## config.mk

```make
export PLATFORM = sky130hd
export DESIGN_NAME = delay_timer
export DESIGN_NICKNAME = d
export VERILOG_FILES = /design/src/verilog/delay_timer_pkg.sv /design/src/verilog/delay_timer.sv
export SDC_FILE = /design/constraint.sdc
export NUM_CORES = 1
export LEC_CHECK = 0
export BUFFER_PORTS_ARGS = -buffer_cell sky130_fd_sc_hd__clkbuf_2
export CAP_MARGIN = 20
export CORE_MARGIN = 2
export CORE_UTILIZATION = 30
export CTS_CLUSTER_SIZE = 40
export DETAILED_ROUTE_END_ITERATION = 8
export HOLD_SLACK_MARGIN = 0.06
export PLACE_DENSITY = 0.55
export SYNTH_ARGS = -nofsm -noshare
export SYNTH_HDL_FRONTEND = slang
export SYNTH_SLANG_ARGS = --single-unit
```

## constraint.sdc

```tcl
create_clock -name core_clk -period 4.55 [get_ports core_clk]
set_clock_uncertainty 0.05 [all_clocks]
set_input_delay 0.455 -clock core_clk [delete_from_list [all_inputs] [get_ports core_clk]]
set_output_delay 0.455 -clock core_clk [all_outputs]
set_load 0.005 [all_outputs]
```

## src/verilog/delay_timer_pkg.sv

```systemverilog
// Purpose: Shared constants and types for the single-bit delay timer function.
// Assumes: One 20 MHz system clock; elapsed time counts in ticks of a shared time base.
// Notes: Every width, encoding, reset value and timing count lives here.

package delay_timer_pkg;

   // ************************************************************
   // Widths and reset values
   // ************************************************************
   localparam int TIME_W = 16;
   localparam logic [TIME_W-1:0] TIME_ZERO = 16'h0000;
   localparam logic [TIME_W-1:0] TIME_MAX = 16'hffff;
   localparam logic [TIME_W-1:0] TIME_ONE = 16'h0001;

   // ************************************************************
   // Time base: one tick every 10 ms at a 50 ns clock period
   // ************************************************************
   localparam int CLK_PERIOD_NS = 50;
   localparam int TICK_PERIOD_MS = 10;
   localparam int TICK_CYCLES = (TICK_PERIOD_MS * 1000000) / CLK_PERIOD_NS;
   localparam int TICK_CNT_W = 24;

   // ************************************************************
   // Function modes (Gray order) and timing phases (Gray order)
   // ************************************************************
   typedef enum logic [1:0] {
      MODE_OFF_DELAY = 2'h0,
      MODE_ON_OFF = 2'h1,
      MODE_RETENTIVE = 2'h3,
      MODE_WIPING = 2'h2
   } timer_mode_t;

   typedef enum logic [1:0] {
      PH_IDLE = 2'h0,
      PH_ON_WAIT = 2'h1,
      PH_HIGH = 2'h3,
      PH_OFF_WAIT = 2'h2
   } timer_phase_t;

   // Duration source selection
   localparam logic SRC_FIXED = 1'b0;
   localparam logic SRC_LINKED = 1'b1;

endpackage : delay_timer_pkg

```

## src/verilog/delay_timer.sv

```systemverilog
// Purpose: One configurable single-bit delay timer function with four modes.
// Assumes: trigger_in and kill_in come from logic on core_clk; no synchronisers needed.
// Notes: Output level and elapsed time are registered; the time base is generated here.
//
// What this block does
// - Off-delay: rising trigger sets output immediately
// - Off-delay: falling trigger restarts time, output holds
// - Off-delay: each further pulse restarts the time
// - Off-delay: kill clears time and output
// - On/off: rise starts on-hold, output rises after
// - On/off: early fall discards the on count
// - On/off: fall starts off-hold, output drops after
// - On/off: early rise discards off count, stays high
// - Durations fixed or taken from linked value
// - Retentive: output sets at expiry regardless of trigger
// - Retentive: later pulses leave elapsed time alone
// - Retentive: only kill, or reset without retention, clears output and time
// - Kill takes precedence over trigger
// - Retention chooses clear or keep across reset
// - Wiping: rise sets output, starts time at zero
// - Wiping: output drops when time reaches duration
// - Wiping: early fall drops output at once

`timescale 1ns/1ps
`default_nettype none

module delay_timer #(
   parameter int TICK_DIV = delay_timer_pkg::TICK_CYCLES
) (
   // Clock and reset
   input wire logic core_clk,
   input wire logic rst,
   // Configuration
   input wire delay_timer_pkg::timer_mode_t mode,
   input wire logic retain_en,
   input wire logic on_src_sel,
   input wire logic off_src_sel,
   input wire logic [delay_timer_pkg::TIME_W-1:0] cfg_on_hold,
   input wire logic [delay_timer_pkg::TIME_W-1:0] cfg_off_hold,
   input wire logic [delay_timer_pkg::TIME_W-1:0] linked_on_value,
   input wire logic [delay_timer_pkg::TIME_W-1:0] linked_off_value,
   // Function inputs from surrounding logic
   input wire logic trigger_in,
   input wire logic kill_in,
   // Function outputs
   output logic pulse_level,
   output logic [delay_timer_pkg::TIME_W-1:0] elapsed_time,
   output logic time_tick
);
   import delay_timer_pkg::*;

   // ************************************************************
   // Time base
   // ************************************************************
   localparam logic [TICK_CNT_W-1:0] TICK_LAST = TICK_CNT_W'(TICK_DIV - 1);

   logic [TICK_CNT_W-1:0] tick_cnt;
   wire tick_wrap = (tick_cnt == TICK_LAST);

   // Free-running divider; every timer on the same base sees the same tick
   always_ff @(posedge core_clk)
   begin
      if (rst)
         tick_cnt <= '0;
      else
         tick_cnt <= tick_wrap ? '0 : tick_cnt + 1'b1;
   end

   // Elapsed time only moves on this one-cycle strobe
   assign time_tick = tick_wrap;

   // ************************************************************
   // Edge detection and duration selection
   // ************************************************************
   logic trig_prev;
   timer_phase_t phase;

   // Edges compare against the previous cycle; prev resets low like an open input
   wire trig_rise = trigger_in & ~trig_prev;
   wire trig_fall = ~trigger_in & trig_prev;

   function automatic logic [TIME_W-1:0] pick_dur(input logic sel,
         input logic [TIME_W-1:0] fixed_v, input logic [TIME_W-1:0] linked_v);
      pick_dur = (sel == SRC_LINKED) ? linked_v : fixed_v;
   endfunction : pick_dur

   function automatic logic [TIME_W-1:0] bump(input logic [TIME_W-1:0] t);
      bump = (t == TIME_MAX) ? t : t + TIME_ONE;
   endfunction : bump

   // Single-duration modes use the on-hold source; linked values follow live
   wire [TIME_W-1:0] on_dur = pick_dur(on_src_sel, cfg_on_hold, linked_on_value);
   wire [TIME_W-1:0] off_dur = pick_dur(off_src_sel, cfg_off_hold, linked_off_value);

   // Compare with >= so a linked duration that shrinks below the count still expires
   wire on_done = (elapsed_time >= on_dur);
   wire off_done = (elapsed_time >= off_dur);
   wire [TIME_W-1:0] elapsed_inc = time_tick ? bump(elapsed_time) : elapsed_time;

   // ************************************************************
   // Next-state decode
   // ************************************************************
   timer_phase_t next_phase;
   logic next_level;
   logic [TIME_W-1:0] next_elapsed;

   always_comb
   begin
      next_phase = phase;
      next_level = pulse_level;
      next_elapsed = elapsed_time;
      if (kill_in)
      begin
         // Kill beats any trigger edge seen in the same cycle
         next_phase = PH_IDLE;
         next_level = 1'b0;
         next_elapsed = TIME_ZERO;
      end
      else
      begin
         case (mode)
            MODE_OFF_DELAY:
            begin
               if (trig_rise)
               begin
                  next_phase = PH_HIGH;
                  next_level = 1'b1;
               end
               // Level test: after a retained reset the edge memory is low and a fall is lost
               else if (phase == PH_HIGH && !trigger_in)
               begin
                  next_phase = PH_OFF_WAIT;
                  next_level = 1'b1;
                  next_elapsed = TIME_ZERO;
               end
               else if (phase == PH_OFF_WAIT)
               begin
                  if (on_done)
                  begin
                     next_phase = PH_IDLE;
                     next_level = 1'b0;
                  end
                  else
                     next_elapsed = elapsed_inc;
               end
            end
            MODE_ON_OFF:
            begin
               case (phase)
                  PH_IDLE:
                     if (trigger_in)
                     begin
                        next_phase = PH_ON_WAIT;
                        next_elapsed = TIME_ZERO;
                     end
                  PH_ON_WAIT:
                     if (!trigger_in)
                     begin
                        next_phase = PH_IDLE;
                        next_elapsed = TIME_ZERO;
                     end
                     else if (on_done)
                     begin
                        next_phase = PH_HIGH;
                        next_level = 1'b1;
                     end
                     else
                        next_elapsed = elapsed_inc;
                  PH_HIGH:
                     if (!trigger_in)
                     begin
                        next_phase = PH_OFF_WAIT;
                        next_elapsed = TIME_ZERO;
                     end
                  PH_OFF_WAIT:
                     if (trigger_in)
                     begin
                        next_phase = PH_HIGH;
                        next_elapsed = TIME_ZERO;
                     end
                     else if (off_done)
                     begin
                        next_phase = PH_IDLE;
                        next_level = 1'b0;
                     end
                     else
                        next_elapsed = elapsed_inc;
                  default:
                     next_phase = PH_IDLE;
               endcase
            end
            MODE_RETENTIVE:
            begin
               // Once started only kill, or reset without retention, ends it; trigger is ignored afterwards
               if (phase == PH_IDLE && trig_rise)
               begin
                  next_phase = PH_ON_WAIT;
                  next_elapsed = TIME_ZERO;
               end
               else if (phase == PH_ON_WAIT)
               begin
                  if (on_done)
                  begin
                     next_phase = PH_HIGH;
                     next_level = 1'b1;
                  end
                  else
                     next_elapsed = elapsed_inc;
               end
            end
            MODE_WIPING:
            begin
               // Only an idle relay starts; a retained pulse resumes instead of restarting
               if (phase == PH_IDLE && trig_rise)
               begin
                  next_phase = PH_ON_WAIT;
                  next_level = 1'b1;
                  next_elapsed = TIME_ZERO;
               end
               else if (phase == PH_ON_WAIT)
               begin
                  if (!trigger_in)
                  begin
                     next_phase = PH_IDLE;
                     next_level = 1'b0;
                  end
                  else if (on_done)
                  begin
                     next_phase = PH_IDLE;
                     next_level = 1'b0;
                  end
                  else
                     next_elapsed = elapsed_inc;
               end
            end
            default:
               next_phase = PH_IDLE;
         endcase
      end
   end

   // ************************************************************
   // State registers
   // ************************************************************
   // Reset stands for power return: retained timers resume where they stopped
   always_ff @(posedge core_clk)
   begin
      if (rst)
      begin
         trig_prev <= 1'b0;
         if (!retain_en)
         begin
            phase <= PH_IDLE;
            pulse_level <= 1'b0;
            elapsed_time <= TIME_ZERO;
         end
      end
      else
      begin
         trig_prev <= trigger_in;
         phase <= next_phase;
         pulse_level <= next_level;
         elapsed_time <= next_elapsed;
      end
   end
endmodule : delay_timer

`default_nettype wire

```

==> flow_summary.yaml, run 1 <==
die:
  die_h_um: 117
  io-pin-count: 91
  fp.dieArea_um2: 13800
  die_width_um: 117
  start_util_pct: 30.6
  core_region_area_um2: 12600
  num_rows: 41
route:
  firstDrtPassIters: 5
  drc: 0
  drt-total-wl_um: 11200
  drt-wirelength-per-cell_um: 15.7
  via_count: 3793
  viasPerCell: 5.30
  drtIter0Drc: 143
  postRouteAntennaNets: 0
clocking:
  cts_buffers: 5
  tritoncts: "done"
  cts_max_path_buffers: 2
  clock_latency_ns: 0.28
  ctsHoldBuffers: 0
  cts_setup_buffers: 0
  postCtsResizedCells: 0
  clkTransAtPathRegs_ns: 0.06
  cts_root_buf: "clkbuf_16"
  cts.sinks: 44
  h-tree-depth: 2
pwr:
  pwr-share-comb_pct: 28.8
  clockPowerShare_pct: 29.9
  ir_drop_mv: 0.148
  power_frac_seq_pct: 41.3
  internal_power_mw: 0.783
  power_mw: 1.15
  switchingPower_mw: 0.369
  p_sw_share_pct: 32.0
  powerDensity_nw_per_um2: 248
  p_leak_nw: 2.00
yosys:
  yosys_warnings: 0
  synth_seq_cells: 44
  syn_area_um2: 3860
  yosysUniqueCellTypes: 65
  ys.flop_type: "dfxtp_1"
  yosysSeqAreaShare_pct: 27.7
  synthCells: 453
  synth_edf_count: 19
  syn-num-nets: 564
  synthArstFlopShare_pct: 0
  avgSynthCellArea_um2: 8.53
placed_design:
  placed_cell_area_um2: 4510
  dp_hpwl_um: 8720
  gp_congestion: 0.896
  portBuffers: 90
  dp_cells: 707
global_routing:
  grt_use_met1_pct: 20.1
  grt_pass1_vias: 3628
  grt_util_met3_pct: 3.00
  grt_pass1_wl_um: 18100
  use_met2_pct: 28.1
  grt_max_degree: 25
  grt.busiest_layer: "met2"
  grt_usage_pct: 15.8
  antenna_found_initial: 0
  grt_remaining_overflow: 0
sta:
  final_hold_viol_count: 0
  tightest_slew_ns: 0.926
  fin_crit_sh_pct: 78.8
  fin_crit_ns: 3.59
  slew_headroom_pct: 37.8
  setup-tns-final_ns: 0
  fmaxAchievable_mhz: 279
  rsz0062_at_grt: "no"
  report.final.slew_viol_count: 0
  setup_viol: 0
job:
  drv_cap: 0
finish:
  stdcell_area_um2: 4650
  final_common_cell: "clkbuf_2"
  final_cell_mix: "clkbuf_2 (90), nand2_1 (47), nor2_1 (46)"
  final_cells: 715
  antenna_cells: 0
  nets: 653
  drive_gt1_share_pct: 22.8
  area_delta_synth_final_pct: 20.3
worst_setup_path:
  endpoint_kind: "register"
  crit_required_ns: 4.54
  crit_arrival_ns: 3.57
  r2r_slack_ns: 1.12
  worstSetupStartpointType: "input port"
  crit_fanout: 16
  crit_type: "input port to register"
run_status:
  status: "completed"
worst_hold_path:
  hold_class: "input port to register"
registers in the layout, indices dropped and copies added (netlist names):
register	flops
tick_cnt	24
elapsed_time	16
phase	2
pulse_level	1
trig_prev	1
cells by family (layout without fill, tap and decap cells):
family / after synthesis / in the layout / synth area share (%)
multiplexers: 34 / 34 / 8.88
AO/OA/AOI/OAI: 111 / 111 / 19.8
AND/OR/NAND/NOR: 181 / 181 / 24.0
flip-flops: 44 / 44 / 27.7
XOR/XNOR: 18 / 18 / 4.08
buffers and inverters: 27 / 117 / 3.17
adder cells (fa/ha/maj): 38 / 38 / 12.3
final cells by class:
| class | count | area [µm²] |
|---|---|---|
| fill | 1336 | 7970 |
| multi-input combinational | 382 | 2670 |
| sequential | 44 | 1070 |
| timing repair buffer | 99 | 518 |
| tap | 172 | 215 |
| clock buffer | 7 | 133 |
| inverter | 10 | 37.5 |
| clock inverter | 1 | 3.75 |
Yosys cell counts, types with 6 or more instances:
cell / instances / area, µm²
mux2i_1: 32 / 320
edfxtp_1: 19 / 571
xor2_1: 14 / 123
nand3_1: 15 / 75.1
nor3_1: 9 / 45.0
dfxtp_1: 25 / 500
a21o_1: 7 / 52.6
clkbuf_1: 9 / 33.8
and2_1: 6 / 37.5
nand2_1: 47 / 176
nor2_1: 46 / 173
nor2b_1: 6 / 37.5
inv_1: 10 / 37.5
and3_1: 9 / 56.3
o21ai_0: 22 / 110
nand4_1: 14 / 87.6
a21oi_1: 34 / 170
ha_1: 38 / 475
worst max-delay path: stages:
cell      delay [ns]
clkbuf_2        0.39
mux2i_1         0.16
ha_1            0.35
nand4_2         0.13
or4_1           0.55
o32ai_2         0.28
or3_1           0.58
a21boi_2        0.12
o221a_1         0.26
o31a_1          0.29
power groups by stage:
stage	logic, mW	clock network [mW]	registers, mW
4_1_cts	0.332	0.359	0.476
6_report	0.332	0.344	0.476
3_5_place_dp	0.331	0	0.484
5_1_grt	0.372	0.374	0.478
2_1_floorplan	0.217	0	0.473
3_3_place_gp	0.322	0	0.484
routing by layer:
layer / share of wire [%] / routed length, µm
met5: 0 / 0
met4: 0.54 / 61
met3: 7.8 / 874
met2: 48 / 5380
met1: 44 / 4890
path summary, 6_finish.rpt:
| path | from | to | cells after the start |
|---|---|---|---|
| worst max-delay path | on_src_sel | elapsed_time[3] | 10 |
| worst min-delay path | rst | trig_prev | 2 |
| worst max register to register | elapsed_time[12] | elapsed_time[3] | 8 |
| worst min register to register | tick_cnt[0] | tick_cnt[0] | 1 |
per-stage QoR:
step | worst slack [ns] | util [%] | hold slack, ns
after floorplan | 0.806 | - | 0.380
after global placement | 0.775 | 35.7 | 0.397
after detailed placement | 0.694 | 35.7 | 0.408
after CTS | 0.982 | 36.8 | 0.350
after global routing | 0.719 | 36.8 | 0.364
final | 0.964 | 36.8 | 0.334
(Power assumes the default switching activity.)
==> run 2: changes to the inputs <==
--- a/config.mk
+++ b/config.mk
@@ -12,7 +12,7 @@
 export CTS_CLUSTER_SIZE = 40
 export DETAILED_ROUTE_END_ITERATION = 8
 export HOLD_SLACK_MARGIN = 0.06
-export PLACE_DENSITY = 0.55
+export PLACE_DENSITY = 0.56
 export SYNTH_ARGS = -nofsm -noshare
 export SYNTH_HDL_FRONTEND = slang
 export SYNTH_SLANG_ARGS = --single-unit
==> constraint.sdc (replaced) <==
create_clock -name core_clk -period 2.9 [get_ports core_clk]
set_clock_uncertainty 0.05 [all_clocks]
set_input_delay 0.29 -clock core_clk [delete_from_list [all_inputs] [get_ports core_clk]]
set_output_delay 0.29 -clock core_clk [all_outputs]
set_load 0.005 [all_outputs]
==> flow_summary.yaml, run 2 (synthesis results as in run 1) <==
placed_design:
  dp_hpwl_um: 9070
  gp_congestion: 0.906
  dp_cells: 736
  portBuffers: 90
  placed_cell_area_um2: 4790
sta:
  setup_viol: 1
  fmaxAchievable_mhz: 343
  rsz0062_at_grt: "yes"
  tightest_slew_ns: 0.673
  worst_slack_ns: -0.0164
  final_hold_viol_count: 0
  setup-tns-final_ns: -0.0164
  slew_headroom_pct: 54.7
  fin_crit_sh_pct: 101
  report.final.slew_viol_count: 0
  hold_ws_ns: 0.207
  fin_crit_ns: 2.92
clocking:
  cts_buffers: 5
  cts_root_buf: "clkbuf_16"
  cts_max_path_buffers: 2
  clkTransAtPathRegs_ns: 0.06
  tritoncts: "done"
  h-tree-depth: 2
  clock_latency_ns: 0.28
  cts.sinks: 44
  ctsHoldBuffers: 0
global_routing:
  grt_util_met3_pct: 3.25
  grt_pass1_vias: 3866
  grt_max_degree: 25
  grt_usage_pct: 16.4
  use_met2_pct: 27.1
  antenna_found_initial: 0
  grt_pass1_wl_um: 19000
  grt_use_met1_pct: 21.5
  grt.busiest_layer: "met2"
  grt_remaining_overflow: 0
worst_setup_path:
  critPathLaunch: "elapsed_time[10]"
  crit_arrival_ns: 2.96
  endpoint_kind: "register"
  r2r-start: "elapsed_time[10]"
  crit_required_ns: 2.94
  crit_type: "register to register"
  worstSetupStartpointType: "register"
  crit_fanout: 6
route:
  postRouteAntennaNets: 0
  viasPerCell: 5.26
  drtIter0Drc: 208
  drt-wirelength-per-cell_um: 15.3
  drc: 0
  drt-total-wl_um: 11400
  firstDrtPassIters: 4
  via_count: 3937
finish:
  stdcell_area_um2: 5240
  final_cells: 748
  top_register: "tick_cnt"
  area_delta_synth_final_pct: 35.6
  drive_gt1_share_pct: 33.7
  largest_register_ffs: 24
  finish.utilization_pct: 41.5
  largestRegisters: "tick_cnt x24, elapsed_time x16, phase x2"
  nets: 686
  final_cell_mix: "clkbuf_2 (89), nor2_1 (45), nand2_1 (43)"
  final_common_cell: "clkbuf_2"
  antenna_cells: 0
worst_hold_path:
  min_from: "rst"
  hold_class: "input port to register"
run_status:
  violations: "negative setup slack"
  status: "complete, but fails checks"
pwr:
  p_leak_nw: 2.21
  powerDensity_nw_per_um2: 381
  ir_drop_mv: 0.192
die:
  die_width_um: 117
  die_h_um: 117
  io-pin-count: 91
  core_region_area_um2: 12600
  num_rows: 41
  fp.dieArea_um2: 13800
  start_util_pct: 30.6
job:
  drv_cap: 0
## run 2: worst paths after layout
kind | to | slack [ns] | cells after the start
worst min register to register | tick_cnt[0] | 0.42 | 1
worst min-delay path | trig_prev | 0.21 | 2
worst max-delay path | pulse_level | -0.02 | 11
worst max register to register | pulse_level | -0.02 | 11
## run 2: cell type report
class / instances / area [µm²]
Clock buffer: 6 / 139
Inverter: 10 / 37.5
Clock inverter: 2 / 10.0
Timing Repair Buffer: 132 / 828
Sequential cell: 44 / 1070
Tap cell: 172 / 215
Multi-Input combinational cell: 382 / 2940
Fill cell: 1268 / 7380
## run 2: repair_timing
item                       CTS  global route
gates cloned                 0             0
pin swaps                    3            24
setup buffers                0             4
setup endpoints to repair    5            17
resized for setup            2            50
## run 2: where the power goes
group	internal, mW	switching, mW
Sequential	0.684	0.0287
Clock	0.340	0.230
Combinational	0.331	0.381
Total	1.36	0.639
## run 2: layer usage
layer  wire length (µm)  part of all wire, %
met2               5300                   46
met3                851                  7.5
met5                  0                    0
met4                226                  2.0
met1               5040                   44
## run 2: critical path, cell delays in order, from the launching register on
cell	delay (ns)
edfxtp_1	0.45
ha_4	0.31
nand4_1	0.12
or4_4	0.57
o32ai_4	0.32
buf_6	0.15
nor3_4	0.04
buf_6	0.16
buf_12	0.13
a21oi_4	0.11
nor2b_2	0.05
a2111oi_2	0.27
## run 2: per-stage QoR
| stage | power, mW | setup WS, ns |
|---|---|---|
| floorplan | 1.10 | -0.165 |
| global placement | 1.33 | -0.270 |
| detailed placement | 1.35 | -0.365 |
| CTS | 1.93 | 0.0141 |
| global route | 2.12 | -0.146 |
| finish | 1.99 | -0.0164 |
